===== config.mk =====
export PLATFORM = sky130hd
export DESIGN_NAME = rcs_cmd_select
export DESIGN_NICKNAME = d
export VERILOG_FILES = /design/src/rtl/rcs_pkg.sv /design/src/rtl/rcs_term_if.sv /design/src/rtl/rcs_cmd_select.sv /design/src/rtl/rcs_term_dec.sv
export SDC_FILE = /design/constraint.sdc
export NUM_CORES = 1
export LEC_CHECK = 0
export ABC_CLOCK_PERIOD_IN_PS = 3300
export BUFFER_PORTS_ARGS = -buffer_cell sky130_fd_sc_hd__buf_4
export CAP_MARGIN = 20
export CORE_ASPECT_RATIO = 0.8
export CORE_UTILIZATION = 43
export DETAILED_ROUTE_END_ITERATION = 16
export PLACE_DENSITY = 0.67
export SYNTH_ARGS = -nofsm -noshare
export SYNTH_HDL_FRONTEND = slang
export SYNTH_HIERARCHICAL = 1
export SYNTH_SLANG_ARGS = --single-unit

===== constraint.sdc =====
create_clock -name pclk -period 3.3 [get_ports pclk]
set_clock_uncertainty 0.2 [all_clocks]
set_input_delay 0.495 -clock pclk [delete_from_list [all_inputs] [get_ports pclk]]
set_output_delay 0.495 -clock pclk [all_outputs]
set_load 0.005 [all_outputs]

===== src/rtl/rcs_pkg.sv =====
package rcs_pkg;

    ////////////////////////////////////////////////////////////////////////
    // Register byte addresses
    localparam logic [11:0] ADDR_CTRL = 12'h000;
    localparam logic [11:0] ADDR_TFUNC = 12'h004;
    localparam logic [11:0] ADDR_SERIAL = 12'h008;
    localparam logic [11:0] ADDR_KEY = 12'h00c;
    localparam logic [11:0] ADDR_STATUS = 12'h010;

    ////////////////////////////////////////////////////////////////////////
    // Control word layout
    localparam int CTRL_SRC_LSB = 0;
    localparam int CTRL_DIR_BIT = 4;
    localparam int CTRL_PREV_LSB = 8;
    localparam int CTRL_AUTORUN_BIT = 12;
    localparam int CTRL_RESTART_BIT = 16;

    localparam logic [1:0] SRC_KEYPAD = 2'h0;
    localparam logic [1:0] SRC_FWD_REV = 2'h1;
    localparam logic [1:0] SRC_RUN_DIR = 2'h2;
    localparam logic [1:0] SRC_SERIAL = 2'h3;
    localparam logic [1:0] SRC_RST = 2'h1;

    localparam logic DIR_FWD = 1'h0;
    localparam logic DIR_RST = 1'h0;

    localparam logic [1:0] PREV_NONE = 2'h0;
    localparam logic [1:0] PREV_FWD = 2'h1;
    localparam logic [1:0] PREV_REV = 2'h2;
    localparam logic [1:0] PREV_RST = 2'h0;
    localparam logic AUTORUN_RST = 1'h0;
    // Edges until the terminal synchroniser and decoder hold real levels
    localparam logic [1:0] SETTLE_RST = 2'h3;
    localparam logic RESTART_RST = 1'h0;

    ////////////////////////////////////////////////////////////////////////
    // Terminal function codes, one field per terminal
    localparam int FCODE_W = 5;
    localparam logic [4:0] FCODE_MAX = 5'h1b;
    localparam logic [4:0] FCODE_FWD = 5'h00;
    localparam logic [4:0] FCODE_REV = 5'h01;
    localparam logic [24:0] TFUNC_RST = 25'h0418820;

    ////////////////////////////////////////////////////////////////////////
    // Serial settings layout and limits
    localparam int SER_STN_LSB = 0;
    localparam int SER_PROTO_BIT = 8;
    localparam int SER_SPEED_LSB = 16;
    localparam logic [7:0] STN_MIN = 8'h01;
    localparam logic [7:0] STN_MAX = 8'hfa;
    localparam logic [7:0] STN_RST = 8'h01;
    localparam logic PROTO_RST = 1'h0;
    localparam logic [2:0] SPEED_MAX = 3'h4;
    localparam logic [2:0] SPEED_RST = 3'h3;

    ////////////////////////////////////////////////////////////////////////
    // Key strobe bits and status bits
    localparam int KEY_RUN_BIT = 0;
    localparam int KEY_STOP_BIT = 1;
    localparam int KEY_RESET_BIT = 2;
    localparam int STAT_ST_LSB = 0;
    localparam int STAT_REQ_BIT = 2;
    localparam int STAT_DIR_BIT = 3;
    localparam int STAT_LOCK_BIT = 4;
    localparam int STAT_FWD_BIT = 5;
    localparam int STAT_REV_BIT = 6;
    localparam int STAT_ADV_BIT = 7;

    typedef enum logic [1:0] {
        RCS_IDLE = 2'h0,
        RCS_RUN = 2'h1,
        RCS_DECEL = 2'h3,
        RCS_FAULT = 2'h2
    } rcs_state_t;

endpackage : rcs_pkg


===== src/rtl/rcs_term_if.sv =====
`timescale 1ns/1ps
interface rcs_term_if #(
    parameter int N = 5,
    parameter int CW = 5
);
    logic [N-1:0] raw;
    logic [N*CW-1:0] codes;
    logic fwd_on;
    logic rev_on;

    modport dec (input raw, input codes, output fwd_on, output rev_on);
    modport ctl (output raw, output codes, input fwd_on, input rev_on);
endinterface : rcs_term_if


===== src/rtl/rcs_cmd_select.sv =====
`timescale 1ns/1ps
module rcs_cmd_select #(
    parameter bit ADVANCED = 1'b1,
    parameter int N_TERM = ADVANCED ? 5 : 3
) (
    input logic pclk,
    input logic presetn,
    input logic psel,
    input logic penable,
    input logic pwrite,
    input logic [11:0] paddr,
    input logic [31:0] pwdata,
    output logic [31:0] prdata,
    output logic pready,
    output logic pslverr,
    input logic [N_TERM-1:0] input_terminal,
    input logic term_fault_reset,
    input logic fault_trip,
    input logic ramp_at_zero,
    input logic serial_run,
    input logic serial_rev,
    output logic motor_run,
    output logic motor_reverse,
    output logic motor_decel,
    output logic fault_active,
    output logic [7:0] serial_station_number,
    output logic serial_protocol_select,
    output logic [2:0] serial_speed_select
);
    localparam int CW = rcs_pkg::FCODE_W;
    localparam int TW = N_TERM * CW;

    typedef struct packed {
        rcs_pkg::rcs_state_t st;
        logic [1:0] src;
        logic kp_dir;
        logic [1:0] prev;
        logic autorun;
        logic restart;
        logic [TW-1:0] codes;
        logic [7:0] station;
        logic proto;
        logic [2:0] speed;
        logic kp_run;
        logic lock;
        logic pu;
        logic [1:0] settle;
        logic dir;
        logic [31:0] prdata;
    } rcs_main_st_t;

    localparam rcs_main_st_t RST_ST = '{
        st: rcs_pkg::RCS_IDLE,
        src: rcs_pkg::SRC_RST,
        kp_dir: rcs_pkg::DIR_RST,
        prev: rcs_pkg::PREV_RST,
        autorun: rcs_pkg::AUTORUN_RST,
        restart: rcs_pkg::RESTART_RST,
        codes: rcs_pkg::TFUNC_RST[TW-1:0],
        station: rcs_pkg::STN_RST,
        proto: rcs_pkg::PROTO_RST,
        speed: rcs_pkg::SPEED_RST,
        kp_run: 1'b0,
        lock: 1'b1,
        pu: 1'b1,
        settle: rcs_pkg::SETTLE_RST,
        dir: rcs_pkg::DIR_FWD,
        prdata: 32'h0
    };

    rcs_main_st_t r;
    rcs_main_st_t nxt;

    logic setup;
    logic access;
    logic hit;
    logic wr;
    logic key_wr;
    logic key_run;
    logic key_stop;
    logic frst;
    logic term_src;
    logic term_run;
    logic lock_eff;
    logic req_run;
    logic req_rev;
    logic blocked;
    logic run_ok;

    ////////////////////////////////////////////////////////////////////////
    // Terminal synchroniser and role decoder
    rcs_term_if #(.N(N_TERM), .CW(CW)) tif ();

    assign tif.raw = input_terminal;
    assign tif.codes = r.codes;

    rcs_term_dec #(.N(N_TERM)) u_dec (
        .pclk(pclk),
        .presetn(presetn),
        .t(tif.dec)
    );

    ////////////////////////////////////////////////////////////////////////
    // APB decode
    assign setup = psel & ~penable;
    assign access = psel & penable;
    assign hit = paddr == rcs_pkg::ADDR_CTRL || paddr == rcs_pkg::ADDR_TFUNC
        || paddr == rcs_pkg::ADDR_SERIAL || paddr == rcs_pkg::ADDR_KEY
        || paddr == rcs_pkg::ADDR_STATUS;
    assign wr = access & pwrite & hit;
    assign key_wr = wr && paddr == rcs_pkg::ADDR_KEY;
    assign key_run = key_wr & pwdata[rcs_pkg::KEY_RUN_BIT];
    assign key_stop = key_wr & pwdata[rcs_pkg::KEY_STOP_BIT];
    assign frst = term_fault_reset
        | (key_wr & pwdata[rcs_pkg::KEY_RESET_BIT]);

    ////////////////////////////////////////////////////////////////////////
    // Command source selection
    assign term_src = r.src == rcs_pkg::SRC_FWD_REV
        || r.src == rcs_pkg::SRC_RUN_DIR;
    // Both on or both off cancels in forward/reverse mode
    assign term_run = (r.src == rcs_pkg::SRC_FWD_REV)
        ? (tif.fwd_on ^ tif.rev_on)
        : (r.src == rcs_pkg::SRC_RUN_DIR) ? tif.fwd_on : 1'b0;
    // A terminal command held over power-up (autorun off) or a trip (restart off) is ignored
    assign lock_eff = r.lock & ~(r.pu & r.autorun)
        & ~(frst & r.restart);
    assign req_run = (r.src == rcs_pkg::SRC_KEYPAD) ? r.kp_run
        : (r.src == rcs_pkg::SRC_SERIAL)
        ? (ADVANCED & serial_run)
        : (term_run & ~lock_eff);
    assign req_rev = (r.src == rcs_pkg::SRC_KEYPAD) ? r.kp_dir
        : (r.src == rcs_pkg::SRC_SERIAL) ? serial_rev
        : tif.rev_on;
    assign blocked = (r.prev == rcs_pkg::PREV_FWD && !req_rev)
        || (r.prev == rcs_pkg::PREV_REV && req_rev);
    assign run_ok = req_run & ~blocked;

    ////////////////////////////////////////////////////////////////////////
    // Next state
    always_comb begin
        nxt = r;
        if (setup) begin
            nxt.prdata = 32'h0;
            case (paddr)
                rcs_pkg::ADDR_CTRL: begin
                    nxt.prdata[rcs_pkg::CTRL_SRC_LSB +: 2] = r.src;
                    nxt.prdata[rcs_pkg::CTRL_DIR_BIT] = r.kp_dir;
                    nxt.prdata[rcs_pkg::CTRL_PREV_LSB +: 2] = r.prev;
                    nxt.prdata[rcs_pkg::CTRL_AUTORUN_BIT] = r.autorun;
                    nxt.prdata[rcs_pkg::CTRL_RESTART_BIT] = r.restart;
                end
                rcs_pkg::ADDR_TFUNC: begin
                    nxt.prdata[TW-1:0] = r.codes;
                end
                rcs_pkg::ADDR_SERIAL: begin
                    nxt.prdata[rcs_pkg::SER_STN_LSB +: 8] = r.station;
                    nxt.prdata[rcs_pkg::SER_PROTO_BIT] = r.proto;
                    nxt.prdata[rcs_pkg::SER_SPEED_LSB +: 3] = r.speed;
                end
                rcs_pkg::ADDR_STATUS: begin
                    nxt.prdata[rcs_pkg::STAT_ST_LSB +: 2] = r.st;
                    nxt.prdata[rcs_pkg::STAT_REQ_BIT] = run_ok;
                    nxt.prdata[rcs_pkg::STAT_DIR_BIT] = r.dir;
                    nxt.prdata[rcs_pkg::STAT_LOCK_BIT] = r.lock;
                    nxt.prdata[rcs_pkg::STAT_FWD_BIT] = tif.fwd_on;
                    nxt.prdata[rcs_pkg::STAT_REV_BIT] = tif.rev_on;
                    nxt.prdata[rcs_pkg::STAT_ADV_BIT] = ADVANCED;
                end
                default: begin
                    nxt.prdata = 32'h0;
                end
            endcase
        end
        if (wr) begin
            case (paddr)
                rcs_pkg::ADDR_CTRL: begin
                    if (ADVANCED || pwdata[rcs_pkg::CTRL_SRC_LSB +: 2]
                            != rcs_pkg::SRC_SERIAL) begin
                        nxt.src = pwdata[rcs_pkg::CTRL_SRC_LSB +: 2];
                    end
                    nxt.kp_dir = pwdata[rcs_pkg::CTRL_DIR_BIT];
                    if (pwdata[rcs_pkg::CTRL_PREV_LSB +: 2]
                            <= rcs_pkg::PREV_REV) begin
                        nxt.prev = pwdata[rcs_pkg::CTRL_PREV_LSB +: 2];
                    end
                    nxt.autorun = pwdata[rcs_pkg::CTRL_AUTORUN_BIT];
                    nxt.restart = pwdata[rcs_pkg::CTRL_RESTART_BIT];
                end
                rcs_pkg::ADDR_TFUNC: begin
                    for (int i = 0; i < N_TERM; i++) begin
                        if (pwdata[i*CW +: CW] <= rcs_pkg::FCODE_MAX) begin
                            nxt.codes[i*CW +: CW] = pwdata[i*CW +: CW];
                        end
                    end
                end
                rcs_pkg::ADDR_SERIAL: begin
                    if (pwdata[rcs_pkg::SER_STN_LSB +: 8] >= rcs_pkg::STN_MIN
                            && pwdata[rcs_pkg::SER_STN_LSB +: 8]
                            <= rcs_pkg::STN_MAX) begin
                        nxt.station = pwdata[rcs_pkg::SER_STN_LSB +: 8];
                    end
                    nxt.proto = pwdata[rcs_pkg::SER_PROTO_BIT];
                    if (pwdata[rcs_pkg::SER_SPEED_LSB +: 3]
                            <= rcs_pkg::SPEED_MAX) begin
                        nxt.speed = pwdata[rcs_pkg::SER_SPEED_LSB +: 3];
                    end
                end
                default: begin
                end
            endcase
        end
        // Keypad run latch; stop wins over run in one write
        if (r.src != rcs_pkg::SRC_KEYPAD || key_stop
                || r.st == rcs_pkg::RCS_FAULT) begin
            nxt.kp_run = 1'b0;
        end else if (key_run) begin
            nxt.kp_run = 1'b1;
        end
        // Decoded roles read off until the synchroniser has filled
        if (r.settle != 2'h0) begin
            nxt.settle = r.settle - 2'h1;
        end
        if (r.settle == 2'h0 && (!term_run || !lock_eff)) begin
            nxt.lock = 1'b0;
            nxt.pu = 1'b0;
        end
        if (run_ok) begin
            nxt.dir = req_rev;
        end
        case (r.st)
            rcs_pkg::RCS_IDLE: begin
                if (run_ok) begin
                    nxt.st = rcs_pkg::RCS_RUN;
                end
            end
            rcs_pkg::RCS_RUN: begin
                if (!run_ok) begin
                    nxt.st = rcs_pkg::RCS_DECEL;
                end
            end
            rcs_pkg::RCS_DECEL: begin
                if (run_ok) begin
                    nxt.st = rcs_pkg::RCS_RUN;
                end else if (ramp_at_zero) begin
                    nxt.st = rcs_pkg::RCS_IDLE;
                end
            end
            rcs_pkg::RCS_FAULT: begin
                if (frst) begin
                    nxt.st = run_ok ? rcs_pkg::RCS_RUN
                        : rcs_pkg::RCS_IDLE;
                end
            end
            default: begin
                nxt.st = rcs_pkg::RCS_IDLE;
            end
        endcase
        if (fault_trip) begin
            nxt.st = rcs_pkg::RCS_FAULT;
            if (!r.restart) begin
                nxt.lock = 1'b1;
            end
        end
    end

    always_ff @(posedge pclk or negedge presetn) begin
        if (!presetn) begin
            r <= RST_ST;
        end else begin
            r <= nxt;
        end
    end

    ////////////////////////////////////////////////////////////////////////
    // Outputs
    assign prdata = r.prdata;
    assign pready = 1'b1;
    assign pslverr = access & ~hit;
    assign motor_run = r.st == rcs_pkg::RCS_RUN;
    assign motor_decel = r.st == rcs_pkg::RCS_DECEL;
    assign fault_active = r.st == rcs_pkg::RCS_FAULT;
    assign motor_reverse = r.dir;
    assign serial_station_number = r.station;
    assign serial_protocol_select = r.proto;
    assign serial_speed_select = r.speed;
endmodule : rcs_cmd_select


===== src/rtl/rcs_term_dec.sv =====
`timescale 1ns/1ps
module rcs_term_dec #(
    parameter int N = 5
) (
    input logic pclk,
    input logic presetn,
    rcs_term_if.dec t
);
    localparam int CW = rcs_pkg::FCODE_W;

    typedef struct packed {
        logic [N-1:0] s1;
        logic [N-1:0] s2;
        logic fwd;
        logic rev;
    } rcs_dec_st_t;

    rcs_dec_st_t r;
    rcs_dec_st_t nxt;

    ////////////////////////////////////////////////////////////////////////
    // Two-stage synchroniser, then role decode on the second stage
    always_comb begin
        nxt = r;
        nxt.s1 = t.raw;
        nxt.s2 = r.s1;
        nxt.fwd = 1'b0;
        nxt.rev = 1'b0;
        for (int i = 0; i < N; i++) begin
            if (t.codes[i*CW +: CW] == rcs_pkg::FCODE_FWD && r.s2[i]) begin
                nxt.fwd = 1'b1;
            end
            if (t.codes[i*CW +: CW] == rcs_pkg::FCODE_REV && r.s2[i]) begin
                nxt.rev = 1'b1;
            end
        end
    end

    always_ff @(posedge pclk or negedge presetn) begin
        if (!presetn) begin
            r <= '0;
        end else begin
            r <= nxt;
        end
    end

    assign t.fwd_on = r.fwd;
    assign t.rev_on = r.rev;
endmodule : rcs_term_dec


After elaboration in Yosys (flattened, before gate mapping)
Cells that the tools add are included.
Storage, ports and cells
  bits in registers: 89
  bits of input ports: 59
  output and inout bits: 50
  logic and storage cells: 167
Operators by class
  $add $sub $neg: 1
  magnitude comparators: 9
  eq/ne operators: 21
  multiplexer cells: 41
  bitwise operators: 22
  reduce and logical (&&, ||, !) cells: 49
Operators with widths (number)
  $eq A5 B1 Y1 const B: 5
  $le A5 B5 Y1 const B: 5
  $logic_not A5 Y1: 5
  $eq A12 B4 Y1 const B: 2
  $reduce_and A3 Y1: 8
  $mux W1: 21
  $mux W2: 8
  $pmux W2 S4: 2
  $logic_and A1 B1 Y1: 15
  $and A1 B1 Y1: 14
  $eq A12 B3 Y1 const B: 1
  $eq A12 B5 Y1 const B: 1
  $logic_not A12 Y1: 1
  $eq A2 B2 Y1 const B: 5
  $pmux W3 S3: 1
  $ge A8 B1 Y1 const B: 1
  $le A8 B8 Y1 const B: 1
  $logic_or A1 B1 Y1: 8
  $eq A2 B1 Y1 const B: 3
  $logic_not A2 Y1: 3
  $mux W6: 1
  $ne A3 B3 Y1 const B: 2
  $not A1 Y1: 6
  $pmux W1 S3: 2
  other kinds (16): 22

Logic depth before layout (Yosys ltp)
  depth in word-level cells: 21
  mapped depth: 6
  depth with buffers taken out: 5

By module
The synthesis kept the hierarchy.
By module, submodules not included
  rcs_cmd_select: times used 1, cells an instance 400, area each 4030.1 um^2, seq. area each 1943.1 um^2
  rcs_term_dec: times used 1, cells an instance 33, area each 422.9 um^2, seq. area each 300.3 um^2

Worst setup path before layout
Ideal clock, no wire load.
  path kind: in2reg
  start point: input port paddr[11]
  end point: register r (netlist bit motor_reverse)
  setup time: 0.125 ns
  arrival: 2.078 ns
  data required time: 2.975 ns
  setup slack: 0.897 ns
  stages: 5
  path buffers: 0
  path through: nor4_1 nand3_1 o311a_1 a211oi_2 mux2_2
On the way
  word-level cells in the longest chain between the ends: 17
  elaborated cells between the ends (all ways): 21
  those cells by class: eq/ne: 4; mux: 2; bitwise: 9; reduce/logical: 6
Ends and longest elaborated chain
  start, declared: RTL line rcs_cmd_select.sv:11  | input logic [11:0] paddr,
  $eq A12 B3 Y1 / $logic_not A12 Y1 (equally long branches): RTL line rcs_cmd_select.sv:107  | assign hit = paddr == rcs_pkg::ADDR_CTRL || paddr == rcs_pkg::ADDR_TFUNC
  $logic_or A1 B1 Y1: RTL line rcs_cmd_select.sv:107
  $logic_or A1 B1 Y1 (2 in a row): RTL line rcs_cmd_select.sv:108  | || paddr == rcs_pkg::ADDR_SERIAL || paddr == rcs_pkg::ADDR_KEY
  $logic_or A1 B1 Y1: RTL line rcs_cmd_select.sv:109  | || paddr == rcs_pkg::ADDR_STATUS;
  $and A1 B1 Y1: RTL line rcs_cmd_select.sv:110  | assign wr = access & pwrite & hit;
  $logic_and A1 B1 Y1 *: RTL line rcs_cmd_select.sv:111  | assign key_wr = wr && paddr == rcs_pkg::ADDR_KEY;
  $and A1 B1 Y1 *: RTL line rcs_cmd_select.sv:115  | | (key_wr & pwdata[rcs_pkg::KEY_RESET_BIT]);
  $or A1 B1 Y1 *: RTL line rcs_cmd_select.sv:115
  $and A1 B1 Y1 *: RTL line rcs_cmd_select.sv:127  | & ~(frst & r.restart);
  $not A1 Y1 *: RTL line rcs_cmd_select.sv:127
  $and A1 B1 Y1 *: RTL line rcs_cmd_select.sv:127
  $not A1 Y1 *: RTL line rcs_cmd_select.sv:131  | : (term_run & ~lock_eff);
  $and A1 B1 Y1 *: RTL line rcs_cmd_select.sv:131
  $mux W1 *: RTL line rcs_cmd_select.sv:130  | ? (ADVANCED & serial_run)
  $mux W1 *: RTL line rcs_cmd_select.sv:128  | assign req_run = (r.src == rcs_pkg::SRC_KEYPAD) ? r.kp_run
  $and A1 B1 Y1 *: RTL line rcs_cmd_select.sv:137  | assign run_ok = req_run & ~blocked;
  end signal, assigned: RTL line rcs_cmd_select.sv:271  | r <= nxt;
  end, declared: RTL line rcs_cmd_select.sv:71  | rcs_main_st_t r;
Every way passes the cells marked *; elsewhere a longest branch is shown, timed or not.
A chain may end at the register's enable or synchronous reset.

Worst setup path in the final report
  start point: input port paddr[11]
  end point: output port pslverr
On the way
  word-level cells in the longest chain between the ends: 7
  elaborated cells between the ends (all ways): 11
  those cells by class: eq/ne: 4; bitwise: 2; reduce/logical: 5
Ends and longest elaborated chain
  $eq A12 B3 Y1 / $logic_not A12 Y1 (equally long branches): RTL line rcs_cmd_select.sv:107
  $logic_or A1 B1 Y1: RTL line rcs_cmd_select.sv:107
  $logic_or A1 B1 Y1 (2 in a row): RTL line rcs_cmd_select.sv:108
  $logic_or A1 B1 Y1 *: RTL line rcs_cmd_select.sv:109
  $not A1 Y1 *: RTL line rcs_cmd_select.sv:279  | assign pslverr = access & ~hit;
  $and A1 B1 Y1 *: RTL line rcs_cmd_select.sv:279
  end, declared: RTL line rcs_cmd_select.sv:15  | output logic pslverr,
Marks and branches as above.

==> out/metrics.cfg <==
[outcome]
status = completed

[worst_setup_path]
r2r.worst_path.cells = 5
cp.required_ps = 2600
crit_fanout = 4
startpoint_type = input port
r2r_setup_slack_ps = 920
crit_arrival_ps = 1780
crit_type = input port to primary output
end_kind = primary output
r2r-start = r[80]$_DFFE_PN1P_
regToRegEndpoint = prdata[2]$_DFFE_PN0P_

[clock_network]
post_cts_buffers = 0
postCtsResizedCells = 0
cts-root-buf = clkbuf_16
cts_tree = built
htree_num_levels = 3
cts_sinks = 89
clockBufferDepth = 2
cts_hold_buf = 0
cts_buffers = 9
clkTransAtPathRegs_ps = 70
clkLatencyLatePin_ps = 350

[pwr]
p_leak_nw = 2.513
p_per_area_nw_per_um2 = 453.5
power_mw = 2.441
irDropWorstVdd_uv = 363.2

[route]
drt_pass1_iterations = 5
vias_per_cell = 5.494
finalWirelength_microns = 11180
vias = 3483
wl_per_cell_microns = 17.63
ant_nets = 0
dr.first_iter.drc_count = 282
drc = 0

[global_routing]
grt_pass1_vias = 3479
antenna_found_initial = 0
grt.overflow.total = 0
grt_use_met1_pct = 30.42
grt_max_degree = 87
grt-busiest-layer = met2
grt_pass1_wl_microns = 18060
gr-usage-met3_pct = 5.898
met2_usage_pct = 34.67
grt_usage_pct = 22.31

[min_path]
holdPathEnd = u_dec/nxt[6]$_DFF_PN0_
min_from = input_terminal[4]
hp-class = input port to flip-flop
hold_depth = 1

[final_layout]
final_cell_mix = buf_4, dfrtp_1, nand2_1, mux2_2, a21oi_1
synthToLayoutAreaGrowth_pct = 20.88
layout_commonest_cell = buf_4
final_nets = 553
drive_gt1_share_pct = 33.73
final_area_sq_um = 5383
fin_cells = 634
num_antenna_cells = 0

[die]
row_count = 32
die_w_microns = 115.8
ios = 109
core-area_sq_um = 9849
die_h_microns = 93.02
start_util_pct = 45.21
die_area_sq_um = 10770

[logic_synthesis]
synth_edf_count = 0
synthCells = 433
yosysSeqAreaShare_pct = 50.38
syn_area_sq_um = 4453
synth_area_per_cell_sq_um = 10.28
yosysWarnings = 6
synth.distinct_cells = 55
synth_ff_type = dfrtp_1
async_flop_share_pct = 100.0
synth_seq_cells = 89

[sta]
finalCritPeriodShare_pct = 74.91
worst_pin_slew_ps = 659.0
fin_crit_ps = 2472
drv_slew = 0
final.setup.tns_ps = 0
timing.hold.ws_ps = 49.23
finalHoldViolCount = 0
setup_viol = 0
relSlewSlack_pct = 55.66
rsz0062_at_grt = false
max_freq_mhz = 404.5

[placement]
place_congestion = 0.8514
io_buffers = 93
dp.cells = 616
placed_area_sq_um = 5011
dp_hpwl_microns = 8002

[run]
max-cap-violations = 0

## worst max-delay path: stages
cell and delay (ps):
buf_4 110, or4_4 570, nor3_1 340, a21oi_1 110, buf_4 150
## cell type report
class / instances / area (sq um)
Timing Repair Buffer: 104 / 803.3
Multi-Input combinational cell: 280 / 1798
Clock buffer: 9 / 225.2
Tap cell: 136 / 170.2
Inverter: 9 / 33.78
Fill cell: 941 / 4467
Sequential cell: 89 / 2243
Clock inverter: 7 / 108.9
## power breakdown
part,switching [mW],internal [mW]
clock,0.469,0.681
combinational,0.0977,0.0771
sequential,0.00912,1.11
## routing by layer
layer	share of wire, %	up-vias
met4	1.5	0
met1	46	1697
met3	6.8	15
met5	0	-
met2	46	139
li1	-	1632
## cells by family after synthesis
family | share of synthesized area, %
AO/OA/AOI/OAI | 14.78
XOR/XNOR | 0.1967
other | 0.1686
multiplexers | 7.249
buffers and inverters | 9.750
flip-flops | 50.38
adder cells (fa/ha/maj) | 0.2809
AND/OR/NAND/NOR | 17.20
## worst max path at each step
stage,slack (ps),startpoint,endpoint,cells after the start
3_3_place_gp,520,paddr[11],motor_reverse$_DFFE_PN0P_,6
5_1_grt,720,paddr[11],tif.codes[22]$_DFFE_PN1P_,7
6_report,830,paddr[11],pslverr,5
2_1_floorplan,900,paddr[11],motor_reverse$_DFFE_PN0P_,5
3_5_place_dp,500,paddr[11],motor_reverse$_DFFE_PN0P_,6
4_1_cts,840,paddr[11],pslverr,5
## synth_stat cells, drive strengths merged (5+ instances only)
cell | number | share of area (%)
dfrtp | 76 | 43
nand2 | 56 | 4.8
buf | 48 | 7.9
mux2 | 26 | 6.6
a21oi | 23 | 2.6
nand3 | 22 | 2.5
nor2 | 19 | 1.6
o22a | 16 | 3.1
o21ai | 15 | 1.7
clkbuf | 13 | 1.1
dfstp | 13 | 7.7
nor4 | 12 | 2.2
inv | 9 | 0.76
a22o | 7 | 1.4
nor3 | 7 | 0.79
a222oi | 6 | 1.3
a22oi | 6 | 1.0
nor2b | 6 | 0.84
nand2b | 5 | 0.70
## sequential cells by signal (all words and copies together) (netlist names)
name,cells
prdata,25
tif.codes,25
r,14
serial_station_number,8
u_dec/nxt,5
u_dec/r,5
serial_speed_select,3
motor_reverse,1
serial_protocol_select,1
u_dec/t.fwd_on,1
u_dec/t.rev_on,1
## per-stage QoR
step                      setup WS [ps]  util, %
after floorplan                   897.1        -
after global placement            521.3    50.88
after detailed placement          503.6    50.88
after CTS                         844.2    54.27
after global routing              724.8    54.65
final                             827.9    54.65
No activity file was read; power rests on OpenSTA's default activity.
